--- config.mk ---
export PLATFORM = sky130hd
export DESIGN_NAME = fpmm_unit
export DESIGN_NICKNAME = d
export VERILOG_FILES = /design/src/core/fpmm_unit.v
export VERILOG_INCLUDE_DIRS = /design/src /design/src/pkg
export SDC_FILE = /design/constraint.sdc
export NUM_CORES = 1
export LEC_CHECK = 0
export ABC_CLOCK_PERIOD_IN_PS = 800
export BUFFER_PORTS_ARGS = -buffer_cell sky130_fd_sc_hd__buf_2
export CORE_MARGIN = 2
export CORE_UTILIZATION = 38
export CTS_CLUSTER_DIAMETER = 50
export DETAILED_ROUTE_END_ITERATION = 7
export GPL_ROUTABILITY_DRIVEN = 1
export PLACE_DENSITY = 0.59
export SYNTH_ARGS = -nofsm -noshare
export SYNTH_HDL_FRONTEND = slang
export SYNTH_SLANG_ARGS = --single-unit
--- constraint.sdc ---
create_clock -name sys_clk -period 0.8 [get_ports sys_clk]
set_input_delay 0.08 -clock sys_clk [delete_from_list [all_inputs] [get_ports sys_clk]]
set_output_delay 0.08 -clock sys_clk [all_outputs]
set_load 0.005 [all_outputs]
--- src/pkg/fpmm_defines.vh ---
`ifndef FPMM_DEFINES_VH
`define FPMM_DEFINES_VH

// operation codes
`define FPMM_OP_MIN 2'h0
`define FPMM_OP_MAX 2'h1
`define FPMM_OP_AMIN 2'h2
`define FPMM_OP_AMAX 2'h3

// register-format layout: 1 sign, 17 exponent, 64 significand
`define FPMM_WIDTH 82
`define FPMM_SIGN_POS 81
`define FPMM_EXP_MSB 80
`define FPMM_EXP_LSB 64
`define FPMM_SIG_MSB 63
`define FPMM_EXP_ONES 17'h1ffff
`define FPMM_RESULT_RESET 82'h0

`endif

--- src/core/fpmm_unit.v ---
// Summary of operation
// - min returns first operand if strictly less than second, else second
// - max returns second operand if first strictly less, else first
// - operand order matters; first and second roles never swapped
// - less-than is false whenever either operand is NaN
// - magnitude variants compare with sign bits ignored, same selection otherwise
`timescale 1ns/1ps
`include "fpmm_defines.vh"

module fpmm_unit #(
    parameter W = `FPMM_WIDTH
) (
    input wire sys_clk,
    input wire rst_b,
    input wire op_valid,
    input wire [1:0] op_sel,
    input wire [W-1:0] src_a,
    input wire [W-1:0] src_b,
    output reg res_valid,
    output reg [W-1:0] res_data
);

    // field widths derived from the register format
    localparam EXP_W = `FPMM_EXP_MSB - `FPMM_EXP_LSB + 1;
    localparam SIG_W = `FPMM_SIG_MSB + 1;

    // min and amin share the select direction
    function op_is_min;
        input [1:0] sel;
        begin
            case (sel)
                `FPMM_OP_MIN: begin
                    op_is_min = 1'b1;
                end
                `FPMM_OP_AMIN: begin
                    op_is_min = 1'b1;
                end
                default: begin
                    op_is_min = 1'b0;
                end
            endcase
        end
    endfunction

    // amin and amax compare magnitudes only
    function op_is_mag;
        input [1:0] sel;
        begin
            case (sel)
                `FPMM_OP_AMIN: begin
                    op_is_mag = 1'b1;
                end
                `FPMM_OP_AMAX: begin
                    op_is_mag = 1'b1;
                end
                default: begin
                    op_is_mag = 1'b0;
                end
            endcase
        end
    endfunction

    // exponent field of a register-format value
    function [`FPMM_EXP_MSB-`FPMM_EXP_LSB:0] exp_of;
        input [W-1:0] v;
        begin
            exp_of = v[`FPMM_EXP_MSB:`FPMM_EXP_LSB];
        end
    endfunction

    // significand field, explicit integer bit included
    function [`FPMM_SIG_MSB:0] sig_of;
        input [W-1:0] v;
        begin
            sig_of = v[`FPMM_SIG_MSB:0];
        end
    endfunction

    // nan: exponent all ones and fraction below the integer bit non-zero
    function is_nan;
        input [W-1:0] v;
        reg exp_ones;
        reg frac_nz;
        begin
            exp_ones = (exp_of(v) == `FPMM_EXP_ONES);
            frac_nz = (v[`FPMM_SIG_MSB-1:0] != 63'h0);
            is_nan = exp_ones & frac_nz;
        end
    endfunction

    // zero of either sign: every bit below the sign clear
    function is_zero;
        input [W-1:0] v;
        begin
            is_zero = (v[W-2:0] == {(W-1){1'b0}});
        end
    endfunction

    // operation decode
    wire min_mode;
    wire mag_mode;

    // operand fields
    wire sign_a;
    wire sign_b;
    wire [EXP_W-1:0] exp_a;
    wire [EXP_W-1:0] exp_b;
    wire [SIG_W-1:0] sig_a;
    wire [SIG_W-1:0] sig_b;

    // operand classes
    wire nan_a;
    wire nan_b;
    wire zero_a;
    wire zero_b;
    wire unordered;
    wire both_zero;

    // magnitude ordering, exponent first then significand
    wire exp_lt;
    wire exp_gt;
    wire exp_eq;
    wire sig_lt;
    wire sig_gt;
    wire mag_lt;
    wire mag_gt;

    // sign handling for the signed variants
    wire eff_sign_a;
    wire eff_sign_b;
    wire signs_differ;

    // selection
    reg a_lt_b;
    reg take_a;
    wire [W-1:0] pick_nxt;

    // decode the operation once per request
    assign min_mode = op_is_min(op_sel);
    assign mag_mode = op_is_mag(op_sel);

    // split both operands into fields; a stays first, b stays second
    assign sign_a = src_a[`FPMM_SIGN_POS];
    assign sign_b = src_b[`FPMM_SIGN_POS];
    assign exp_a = exp_of(src_a);
    assign exp_b = exp_of(src_b);
    assign sig_a = sig_of(src_a);
    assign sig_b = sig_of(src_b);

    // classify; any nan makes the pair unordered
    assign nan_a = is_nan(src_a);
    assign nan_b = is_nan(src_b);
    assign zero_a = is_zero(src_a);
    assign zero_b = is_zero(src_b);
    assign unordered = nan_a | nan_b;
    assign both_zero = zero_a & zero_b;

    // compare exponents, then significands when exponents tie
    assign exp_lt = (exp_a < exp_b);
    assign exp_gt = (exp_a > exp_b);
    assign exp_eq = (exp_a == exp_b);
    assign sig_lt = (sig_a < sig_b);
    assign sig_gt = (sig_a > sig_b);
    assign mag_lt = exp_lt | (exp_eq & sig_lt);
    assign mag_gt = exp_gt | (exp_eq & sig_gt);

    // magnitude ops see both signs as positive
    assign eff_sign_a = sign_a & ~mag_mode;
    assign eff_sign_b = sign_b & ~mag_mode;
    assign signs_differ = eff_sign_a ^ eff_sign_b;

    // ordered strict less-than of a against b
    always @* begin
        a_lt_b = 1'b0;
        if (unordered) begin
            a_lt_b = 1'b0;
        end else if (both_zero) begin
            a_lt_b = 1'b0; // plus and minus zero compare equal
        end else if (signs_differ) begin
            a_lt_b = eff_sign_a;
        end else if (eff_sign_a) begin
            a_lt_b = mag_gt; // both negative: larger magnitude is smaller
        end else begin
            a_lt_b = mag_lt;
        end
    end

    // min takes a on less-than, max takes a otherwise
    always @* begin
        take_a = 1'b0;
        case (min_mode)
            1'b1: begin
                take_a = a_lt_b;
            end
            default: begin
                take_a = ~a_lt_b;
            end
        endcase
    end

    // per-bit select of the untouched operand, sign included
    genvar gi;
    generate
        for (gi = 0; gi < W; gi = gi + 1) begin : g_pick
            assign pick_nxt[gi] = take_a ? src_a[gi] : src_b[gi];
        end
    endgenerate

    // result valid flag, one pulse per accepted request
    always @(posedge sys_clk or negedge rst_b) begin
        if (!rst_b) begin
            res_valid <= 1'b0;
        end else begin
            res_valid <= op_valid;
        end
    end

    // result data, held until the next accepted request
    always @(posedge sys_clk or negedge rst_b) begin
        if (!rst_b) begin
            res_data <= `FPMM_RESULT_RESET;
        end else if (op_valid) begin
            res_data <= pick_nxt;
        end
    end

endmodule

==> impl_metrics.env, run 1 <==
export IMPL_instances_no_fill=1711
export IMPL_grt_pass1_vias=9564
export IMPL_setup_viol=165
export IMPL_vias=9385
export IMPL_synth_seq_cells=83
export IMPL_routedWlPerCell_um=19.41
export IMPL_synth_top_cell_area_share_pct=25.72
export IMPL_drtIter0Drc=513
export IMPL_gr_total_overflow=0
export IMPL_min_period_ns=2.667
export IMPL_max_slew_margin_pct=70.33
export IMPL_seqCellArea_mm2=0.002077
export IMPL_arrival_ns=2.94
export IMPL_synth_area_leaders="dfrtp_1 (26%), ha_1 (13%), o211ai_2 (12%)"
export IMPL_cts_tree="done"
export IMPL_avgViaCountPerCell=5.485
export IMPL_synthFlopType="dfrtp_1"
export IMPL_max_freq_mhz=375.0
export IMPL_cp_slowest_cell="or4_4"
export IMPL_worstSetupPathType="in -> reg"
export IMPL_numCtsBuffers=9
export IMPL_ys_types=40
export IMPL_syn2layout_area_growth_pct=68.21
export IMPL_wl_mm=33.20
export IMPL_cts_sinks=83
export IMPL_start_kind="input port"
export IMPL_cp_data_required_time_ns=1.07
export IMPL_tightest_slew_ns=0.4409
export IMPL_clk_insertion_delay_late_ns=0.35
export IMPL_nets=1679
export IMPL_synthCells=942
export IMPL_io_pins=252
export IMPL_clockBufferDepth=2
export IMPL_finalHoldViolCount=0
export IMPL_synth_top_area_cell="dfrtp_1"
export IMPL_violations="negative setup slack"
export IMPL_ant_nets=0
export IMPL_ys_warn_count=0
export IMPL_r2r_setup_slack_ns=-0.02
export IMPL_die_area_mm2=0.02243
export IMPL_cp_cell_sequence="buf_2 > ha_4 > nand4_1 > nor4_2 > buf_4 > nand2_2 > or4_4 > o21a_1 > a211o_2 > o211a_4 > buf_12 > buf_16 > o211ai_1"
export IMPL_yosysSeqAreaShare_pct=25.72
export IMPL_core_mm2=0.02096
export IMPL_synth_area_mm2=0.008075
export IMPL_holdWs_ns=0.05275
export IMPL_timing_final_crit_share_pct=333.4
export IMPL_cpPeakStageDelay_ns=0.47
export IMPL_postLayoutCoreUtil_pct=64.82
export IMPL_status="finished with violations"
export IMPL_clk_pin_slew_worst_paths_ns=0.07
export IMPL_total_leakage_power_nw=6.418
export IMPL_die_x_um=149.8
export IMPL_first_pass_iters=5
export IMPL_multiInputGateArea_mm2=0.006324
export IMPL_drc=0
export IMPL_grtUsageTotal_pct=29.19
export IMPL_final_common_cell="buf_4"
export IMPL_setup_slack_ns=-1.867
export IMPL_max_cap_violations=0
export IMPL_ir_worst_vdd_mv=0.9301
export IMPL_critPathBufInv=4
export IMPL_finClkSkew_ns=0
export IMPL_fill_cells=1804
export IMPL_drive_above_1_share_pct=54.81
export IMPL_hpwl_mm=24.34
export IMPL_antenna_found_initial=2
export IMPL_port_buffers=251
export IMPL_die_h_um=149.8
export IMPL_initial_core_util_pct=38.54
export IMPL_hold_path_class="in -> reg"
export IMPL_root_buffer="clkbuf_16"
export IMPL_slew_violations=0
export IMPL_rows=53
export IMPL_async_reset_ff_share_pct=100.0
export IMPL_synth_avg_cell_area_um2=8.572
export IMPL_grt_pass1_wl_mm=50.93
export IMPL_grt_max_degree=45
export IMPL_cp_max_fo=6
export IMPL_syn_nets=1192
export IMPL_worstSetupEndpointType="flip-flop"
export IMPL_synth_edf_count=0
export IMPL_gp_congestion=0.9089
export IMPL_cp_top_family="simple AND/OR/NAND/NOR gates"
export IMPL_rsz0062_at_grt="true"
export IMPL_final_cell_mix="buf_4 (261), buf_2 (208), nand2_1 (99)"
export IMPL_htree_num_levels=3
export IMPL_dp_cells=1645
export IMPL_powerDensity_mw_per_mm2=1329
-- worst paths after layout --
check                             startpoint           end  cells past startpoint
min in group asynchronous              rst_b  res_data[72]                      3
worst max register to register   res_data[6]   res_data[6]                      3
worst min register to register  res_data[71]  res_data[71]                      2
worst max-delay path               src_a[27]  res_data[34]                     13
worst min-delay path               src_a[81]  res_data[81]                      3
max in group asynchronous              rst_b  res_data[25]                      3
-- power by group --
part / switching, W / internal, W
Clock: 0.00196 / 0.00274
Combinational: 0.00386 / 0.00412
Sequential: 0.000469 / 0.00491
Total: 0.00629 / 0.0118
-- synth_stat cells (2+ instances only) --
cell type	number
nand2b_1	86
nor3_1	5
a21o_1	6
o211ai_1	5
nor4_1	45
nor2_1	7
o21ai_0	7
o2111ai_1	82
nor2b_1	2
ha_1	81
buf_6	9
and2_1	84
nand2_1	103
inv_1	89
dfrtp_1	83
nand4_1	34
and4_1	2
clkbuf_1	52
o22ai_1	3
nand3_1	11
a2111o_1	2
a221oi_1	4
o21a_1	2
a21oi_1	33
o211ai_2	80
buf_2	11
-- kinds of logic after synthesis --
family	synth area share, %
flops	25.72
compound gates	27.02
fa+ha+maj	12.55
simple gates	26.22
buf+inv	8.491
-- sequential cells by signal, indices dropped and copies added (netlist names) --
register / count
res_data: 82
res_valid: 1
-- metrics by stage --
step | worst slack, ns | TNS (ns) | instance area (um2) | power [W]
3_5_place_dp | -2.360 | -189.37 | 11580 | 0.01197
5_1_grt | -1.975 | -172.88 | 13580 | 0.01901
2_1_floorplan | -1.744 | -141.98 | 8328 | 0.008584
6_report | -1.867 | -161.70 | 13580 | 0.01806
4_1_cts | -1.800 | -158.10 | 13140 | 0.01775
3_3_place_gp | -2.260 | -182.49 | 11580 | 0.01187
-- timing repair --
action                                 4_1_cts  5_1_grt
pin swaps                                   19       22
gates cloned                                 4        0
endpoints found under the hold margin       84        0
setup endpoints to repair                  165      165
gates resized for setup                    142       81
hold buffers                                 2        0
buffers inserted                            40        3
-- routing by layer --
metal | vias up | wire [um] | part of all wire (%) | GRT usage, %
li1 | 4467 | - | - | -
met1 | 4534 | 14520 | 44 | 38.45
met2 | 318 | 15870 | 48 | 48.83
met3 | 66 | 1844 | 5.6 | 4.573
met4 | 0 | 976 | 2.9 | 9.858
met5 | - | 0 | 0 | 0
-- area by class of cell --
type | count | share of cell area, %
multi-input cells | 698 | 46.55
repair buffers | 548 | 30.75
flip-flops and latches | 83 | 15.29
inverters | 89 | 2.552
well taps | 275 | 2.533
clock buffers | 11 | 1.713
clock inverters | 5 | 0.5711
diodes | 2 | 0.03685
-- tightest hold or removal path: stages --
cell      delay, ns
buf_2          0.12
nand2_1        0.07
o211ai_2       0.09
(Power assumes the default switching activity.)
==> run 2: changes to the inputs <==
--- a/config.mk
+++ b/config.mk
@@ -7,7 +7,7 @@
 export NUM_CORES = 1
 export LEC_CHECK = 0
 export ABC_CLOCK_PERIOD_IN_PS = 800
-export BUFFER_PORTS_ARGS = -buffer_cell sky130_fd_sc_hd__buf_2
+export BUFFER_PORTS_ARGS = -buffer_cell sky130_fd_sc_hd__buf_4
 export CORE_MARGIN = 2
 export CORE_UTILIZATION = 38
 export CTS_CLUSTER_DIAMETER = 50
==> run 2 against run 1 <==
Effect of this change:
- critical path depth grew 2
- setup slack gained 0.033 ns
- die area is the same
- flip-flop and latch count is the same
- sequential power grew 3%
- wire length grew 3.4%
- the run still ends with negative setup slack left
- largest cell class unchanged
- power grew 8.8%
==> impl_metrics.env, run 2 (synthesized netlist as in run 1, its figures left out) <==
export IMPL_status="finished with violations"
export IMPL_violations="negative setup slack"
export IMPL_min_period_ns=2.634
export IMPL_hold_path_class="in -> reg"
export IMPL_setup_slack_ns=-1.834
export IMPL_p_clk_share_pct=25.3
export IMPL_rsz0062_at_grt="true"
export IMPL_largest_register="res_data"
export IMPL_ant_nets=0
export IMPL_drtIter0Drc=626
export IMPL_final_cell_mix="buf_4 (414), buf_6 (112), nand2_1 (98)"
export IMPL_postLayoutCellArea_mm2=0.01438
export IMPL_nets=1689
export IMPL_tightest_slew_ns=0.4814
export IMPL_clockBufferDepth=2
export IMPL_path_common_cell="buf_4"
export IMPL_numCtsBuffers=9
export IMPL_antenna_found_initial=0
export IMPL_intPower_w=0.01319
export IMPL_seqCellArea_mm2=0.002077
export IMPL_drive_above_1_share_pct=53.53
export IMPL_core_mm2=0.02096
export IMPL_p_comb_share_pct=46.5
export IMPL_max_slew_margin_pct=67.61
export IMPL_holdWs_ns=0.03451
export IMPL_grt_pass1_wl_mm=49.69
export IMPL_finClkSkew_ns=0
export IMPL_slew_violations=0
export IMPL_cp_max_fo=10
export IMPL_cpPeakStageDelay_ns=0.58
export IMPL_rows=53
export IMPL_finalHoldViolCount=0
export IMPL_cts_tree="done"
export IMPL_grt_pass1_vias=9052
export IMPL_die_area_mm2=0.02243
export IMPL_insertedDiodeCount=0
export IMPL_wl_mm=34.32
export IMPL_final_common_cell="buf_4"
export IMPL_ir_worst_vdd_mv=1.339
export IMPL_multiInputGateArea_mm2=0.006216
export IMPL_die_x_um=149.8
export IMPL_cp_data_required_time_ns=1.07
export IMPL_powerDensity_mw_per_mm2=1366
export IMPL_p_sw_w=0.006455
export IMPL_sw_frac_of_total_pct=32.86
export IMPL_drc=0
export IMPL_gp_congestion=0.8640
export IMPL_initial_core_util_pct=38.54
export IMPL_avgViaCountPerCell=5.564
export IMPL_clk_pin_slew_worst_paths_ns=0.07
export IMPL_io_pins=252
export IMPL_instances_no_fill=1719
export IMPL_grt_max_degree=49
export IMPL_p_seq_share_pct=28.3
export IMPL_port_buffers=251
export IMPL_grtUsageTotal_pct=28.52
export IMPL_timing_final_crit_share_pct=329.2
export IMPL_syn2layout_area_growth_pct=78.12
export IMPL_cts_sinks=83
export IMPL_fill_cells=1699
export IMPL_hpwl_mm=24.73
export IMPL_cp_cell_sequence="buf_4 > inv_1 > ha_4 > a21o_1 > nand3_1 > a211oi_1 > or4b_4 > a2111o_1 > buf_4 > a21oi_4 > buf_4 > buf_6 > clkbuf_16 > o2111ai_1 > o211ai_2"
export IMPL_worstSetupEndpointType="flip-flop"
export IMPL_first_pass_iters=5
export IMPL_clk_insertion_delay_late_ns=0.35
export IMPL_reg_top3="res_data: 82 flops, res_valid: 1 flops"
export IMPL_largest_register_ffs=82
export IMPL_vias=9564
export IMPL_start_kind="input port"
export IMPL_die_h_um=149.8
export IMPL_gr_total_overflow=0
export IMPL_max_cap_violations=0
export IMPL_htree_num_levels=3
export IMPL_placed_area_mm2=0.01217
export IMPL_setup_viol=165
export IMPL_total_leakage_power_nw=6.749
export IMPL_worstSetupPathType="in -> reg"
export IMPL_cp_slowest_cell="or4b_4"
export IMPL_root_buffer="clkbuf_16"
export IMPL_arrival_ns=2.90
export IMPL_routedWlPerCell_um=19.97
export IMPL_dp_cells=1647
export IMPL_max_freq_mhz=379.7
-- run 2: changes by cell type in the layout (fill, tap and decap cells not counted), moves of 7 or more --
| cell | delta |
|---|---|
| buf_2 | -208 |
| buf_4 | +153 |
| buf_6 | +68 |
| o2111ai_1 | +27 |
| o2111ai_2 | -23 |
| inv_2 | -11 |
| buf_12 | -8 |
| inv_1 | +7 |
-- run 2: metrics by stage --
step | TNS [ns] | utilization [%] | total power, W | worst slack (ns)
2_1_floorplan | -141.98 | - | 0.008584 | -1.744
3_3_place_gp | -189.71 | 58.08 | 0.01250 | -2.421
3_5_place_dp | -193.52 | 58.08 | 0.01259 | -2.404
4_1_cts | -156.72 | 64.23 | 0.01859 | -1.773
5_1_grt | -166.70 | 68.64 | 0.02061 | -1.880
6_report | -160.16 | 68.64 | 0.01964 | -1.834
-- run 2: path summary, 6_finish.rpt --
check	slack, ns	startpoint	cells after the start	endpoint
hold reg to reg	0.52	res_data[20]	2	res_data[20]
max in group asynchronous	0.20	rst_b	3	res_data[29]
min in group asynchronous	0.11	rst_b	2	res_data[73]
setup / recovery	-1.83	src_b[5]	15	res_data[50]
setup reg to reg	-0.04	res_data[50]	3	res_data[50]
hold / removal	0.03	src_a[3]	3	res_data[3]
-- run 2: final cells by class --
class	instances	area share (%)
inverters	89	2.479
well taps	275	2.392
repair buffers	558	35.09
clock buffers	10	1.592
multi-input cells	698	43.22
clock inverters	6	0.7916
flip-flops and latches	83	14.44
-- run 2: timing repair --
action	CTS	global route
endpoints found under the setup margin	165	165
setup buffers	19	32
hold endpoints to repair	83	0
gates cloned	3	7
pin swaps	26	38
hold buffers	1	0
resized for setup	143	112
-- run 2: power by group through the flow --
stage	registers (W)	logic (W)	clock network, W
after global routing	0.00561	0.00978	0.00521
after global placement	0.00551	0.00699	0
after floorplan	0.00542	0.00317	0
final	0.00555	0.00913	0.00497
after CTS	0.00552	0.00805	0.00503
after detailed placement	0.00549	0.00709	0
-- run 2: worst max-delay path: cells and delay by family --
kind,cells,cell delay [ns]
AO/OA/AOI/OAI,6,1.11
adder cells (fa/ha/maj),1,0.21
buffers and inverters,6,0.84
AND/OR/NAND/NOR,2,0.66
-- run 2: routing by layer --
layer | global-route usage, % | routed length [um]
met2 | 46.47 | 16490
met1 | 39.70 | 14510
met3 | 3.720 | 2347
met5 | 0 | 0
met4 | 8.019 | 972
==> run 3: changes to the inputs <==
--- a/config.mk
+++ b/config.mk
@@ -6,14 +6,14 @@
 export SDC_FILE = /design/constraint.sdc
 export NUM_CORES = 1
 export LEC_CHECK = 0
-export ABC_CLOCK_PERIOD_IN_PS = 800
+export ABC_CLOCK_PERIOD_IN_PS = 2250
 export BUFFER_PORTS_ARGS = -buffer_cell sky130_fd_sc_hd__buf_4
 export CORE_MARGIN = 2
 export CORE_UTILIZATION = 38
 export CTS_CLUSTER_DIAMETER = 50
 export DETAILED_ROUTE_END_ITERATION = 7
 export GPL_ROUTABILITY_DRIVEN = 1
-export PLACE_DENSITY = 0.59
+export PLACE_DENSITY = 0.62
 export SYNTH_ARGS = -nofsm -noshare
 export SYNTH_HDL_FRONTEND = slang
 export SYNTH_SLANG_ARGS = --single-unit
==> constraint.sdc (replaced) <==
create_clock -name sys_clk -period 2.25 [get_ports sys_clk]
set_input_delay 0.225 -clock sys_clk [delete_from_list [all_inputs] [get_ports sys_clk]]
set_output_delay 0.225 -clock sys_clk [all_outputs]
set_load 0.005 [all_outputs]
==> run 3 against run 2 <==
Effect of this change:
- the flow still finishes with violations (negative setup slack)
- non-clock buffer count fell by 50
- critical path depth shrank 1
- worst hold slack better by 0.019 ns
- clock skew is the same
- wire length rose by 3.6%
- flip-flop and latch count unchanged
- sequential share of layout area decreased by 0.060 points
- global-route usage is 0.17 points higher
- cell count fell by 3.0%
- critical path type unchanged
==> impl_metrics.env, run 3 (synthesized netlist as in run 1, its figures left out) <==
export IMPL_ant_nets=0
export IMPL_reg_top3="res_data: 82 flops, res_valid: 1 flops"
export IMPL_cp_max_fo=8
export IMPL_final_cell_mix="buf_4 (416), nand2_1 (98), nand2b_1 (86)"
export IMPL_clockBufferDepth=2
export IMPL_vias=9498
export IMPL_grtUsageTotal_pct=28.68
export IMPL_setup_viol=82
export IMPL_worstSetupPathType="in -> reg"
export IMPL_insertedDiodeCount=0
export IMPL_largest_register_ffs=82
export IMPL_fill_cells=1636
export IMPL_grt_pass1_vias=9237
export IMPL_wl_mm=35.56
export IMPL_port_buffers=251
export IMPL_avgViaCountPerCell=5.694
export IMPL_slew_violations=0
export IMPL_clk_insertion_delay_late_ns=0.34
export IMPL_postLayoutCellArea_mm2=0.01444
export IMPL_arrival_ns=2.99
export IMPL_dp_cells=1610
export IMPL_holdWs_ns=0.05392
export IMPL_hpwl_mm=24.00
export IMPL_finalHoldViolCount=0
export IMPL_final_common_cell="buf_4"
export IMPL_die_x_um=149.8
export IMPL_worstSetupEndpointType="flip-flop"
export IMPL_finClkSkew_ns=0
export IMPL_largest_register="res_data"
export IMPL_io_pins=252
export IMPL_timing_final_crit_share_pct=123.0
export IMPL_root_buffer="clkbuf_16"
export IMPL_gp_congestion=0.9122
export IMPL_max_slew_margin_pct=65.53
export IMPL_numCtsBuffers=9
export IMPL_first_pass_iters=5
export IMPL_gr_total_overflow=0
export IMPL_initial_core_util_pct=38.54
export IMPL_drive_above_1_share_pct=55.85
export IMPL_max_freq_mhz=361.3
export IMPL_nets=1639
export IMPL_violations="negative setup slack"
export IMPL_cts_sinks=83
export IMPL_postLayoutCoreUtil_pct=68.93
export IMPL_tightest_slew_ns=0.5171
export IMPL_grt_pass1_wl_mm=49.90
export IMPL_cp_data_required_time_ns=2.47
export IMPL_placed_area_mm2=0.01188
export IMPL_total_leakage_power_nw=6.540
export IMPL_core_mm2=0.02096
export IMPL_min_period_ns=2.768
export IMPL_fin_setup_tns_ns=-38.77
export IMPL_antenna_found_initial=1
export IMPL_die_h_um=149.8
export IMPL_setup_slack_ns=-0.5180
export IMPL_hold_path_class="in -> reg"
export IMPL_instances_no_fill=1668
export IMPL_routedWlPerCell_um=21.32
export IMPL_ir_worst_vdd_mv=0.4264
export IMPL_die_area_mm2=0.02243
export IMPL_max_cap_violations=0
export IMPL_rows=53
export IMPL_rsz0062_at_grt="true"
export IMPL_powerDensity_mw_per_mm2=469.6
export IMPL_cts_tree="done"
export IMPL_grt_max_degree=92
export IMPL_drc=0
export IMPL_htree_num_levels=3
export IMPL_syn2layout_area_growth_pct=78.87
export IMPL_status="finished with violations"
export IMPL_start_kind="input port"
export IMPL_drtIter0Drc=684
export IMPL_clk_pin_slew_worst_paths_ns=0.07
## run 3: repair_timing
action,CTS,global route
hold buffers,1,0
setup buffers,17,7
cloned,6,13
endpoints found under the hold margin,14,0
endpoints found under the setup margin,82,82
pin swaps,29,58
resized for setup,124,156
## run 3: routing by layer
metal	GRT usage, %	routed length [um]	vias to the layer above
met3	4.512	2379	100
met5	0	13	-
li1	-	-	4391
met2	45.67	16650	391
met1	39.16	15090	4614
met4	10.94	1428	2
## run 3: path summary, 6_finish.rpt
check	from	end	slack, ns	depth (start not counted)
min in group asynchronous	rst_b	res_data[69]	0.29	2
min	op_valid	res_valid	0.05	1
max	src_a[69]	res_data[74]	-0.52	14
max in group asynchronous	rst_b	res_data[38]	1.18	3
max reg2reg	res_data[1]	res_data[1]	1.51	2
min reg2reg	res_data[40]	res_data[40]	0.50	2
## run 3: final cells by class
class	instances	area (um2)	share of cell area [%]
Sequential cell	83	2077	14.38
Multi-Input combinational cell	698	6681	46.26
Clock inverter	4	75.07	0.5197
Timing Repair Buffer	508	4654	32.22
Inverter	89	369.1	2.555
Clock buffer	11	242.7	1.681
Tap cell	275	344.1	2.382
## run 3: critical path: stages
cell and delay (ns):
buf_4 0.13, ha_4 0.27, nand2_4 0.05, nor4_4 0.29
nand4_1 0.21, a2111o_1 0.37, buf_6 0.14, a2111oi_4 0.32
o211ai_1 0.19, buf_6 0.20, buf_12 0.14, buf_16 0.16
o2111ai_2 0.19, o211ai_2 0.11
## run 3: report_power, final
group	total [W]	switching [W]	internal [W]
Sequential	0.00193	0.000183	0.00175
Combinational	0.00318	0.00147	0.00171
Clock	0.00167	0.000673	0.000999
Total	0.00678	0.00232	0.00446
## run 3: through the flow
step           total power [W]  setup WS [ns]
2_1_floorplan         0.003052        -0.4393
3_3_place_gp          0.004363         -1.087
3_5_place_dp          0.004398         -1.041
4_1_cts               0.006378        -0.4976
5_1_grt               0.007113        -0.6389
6_report              0.006782        -0.5180
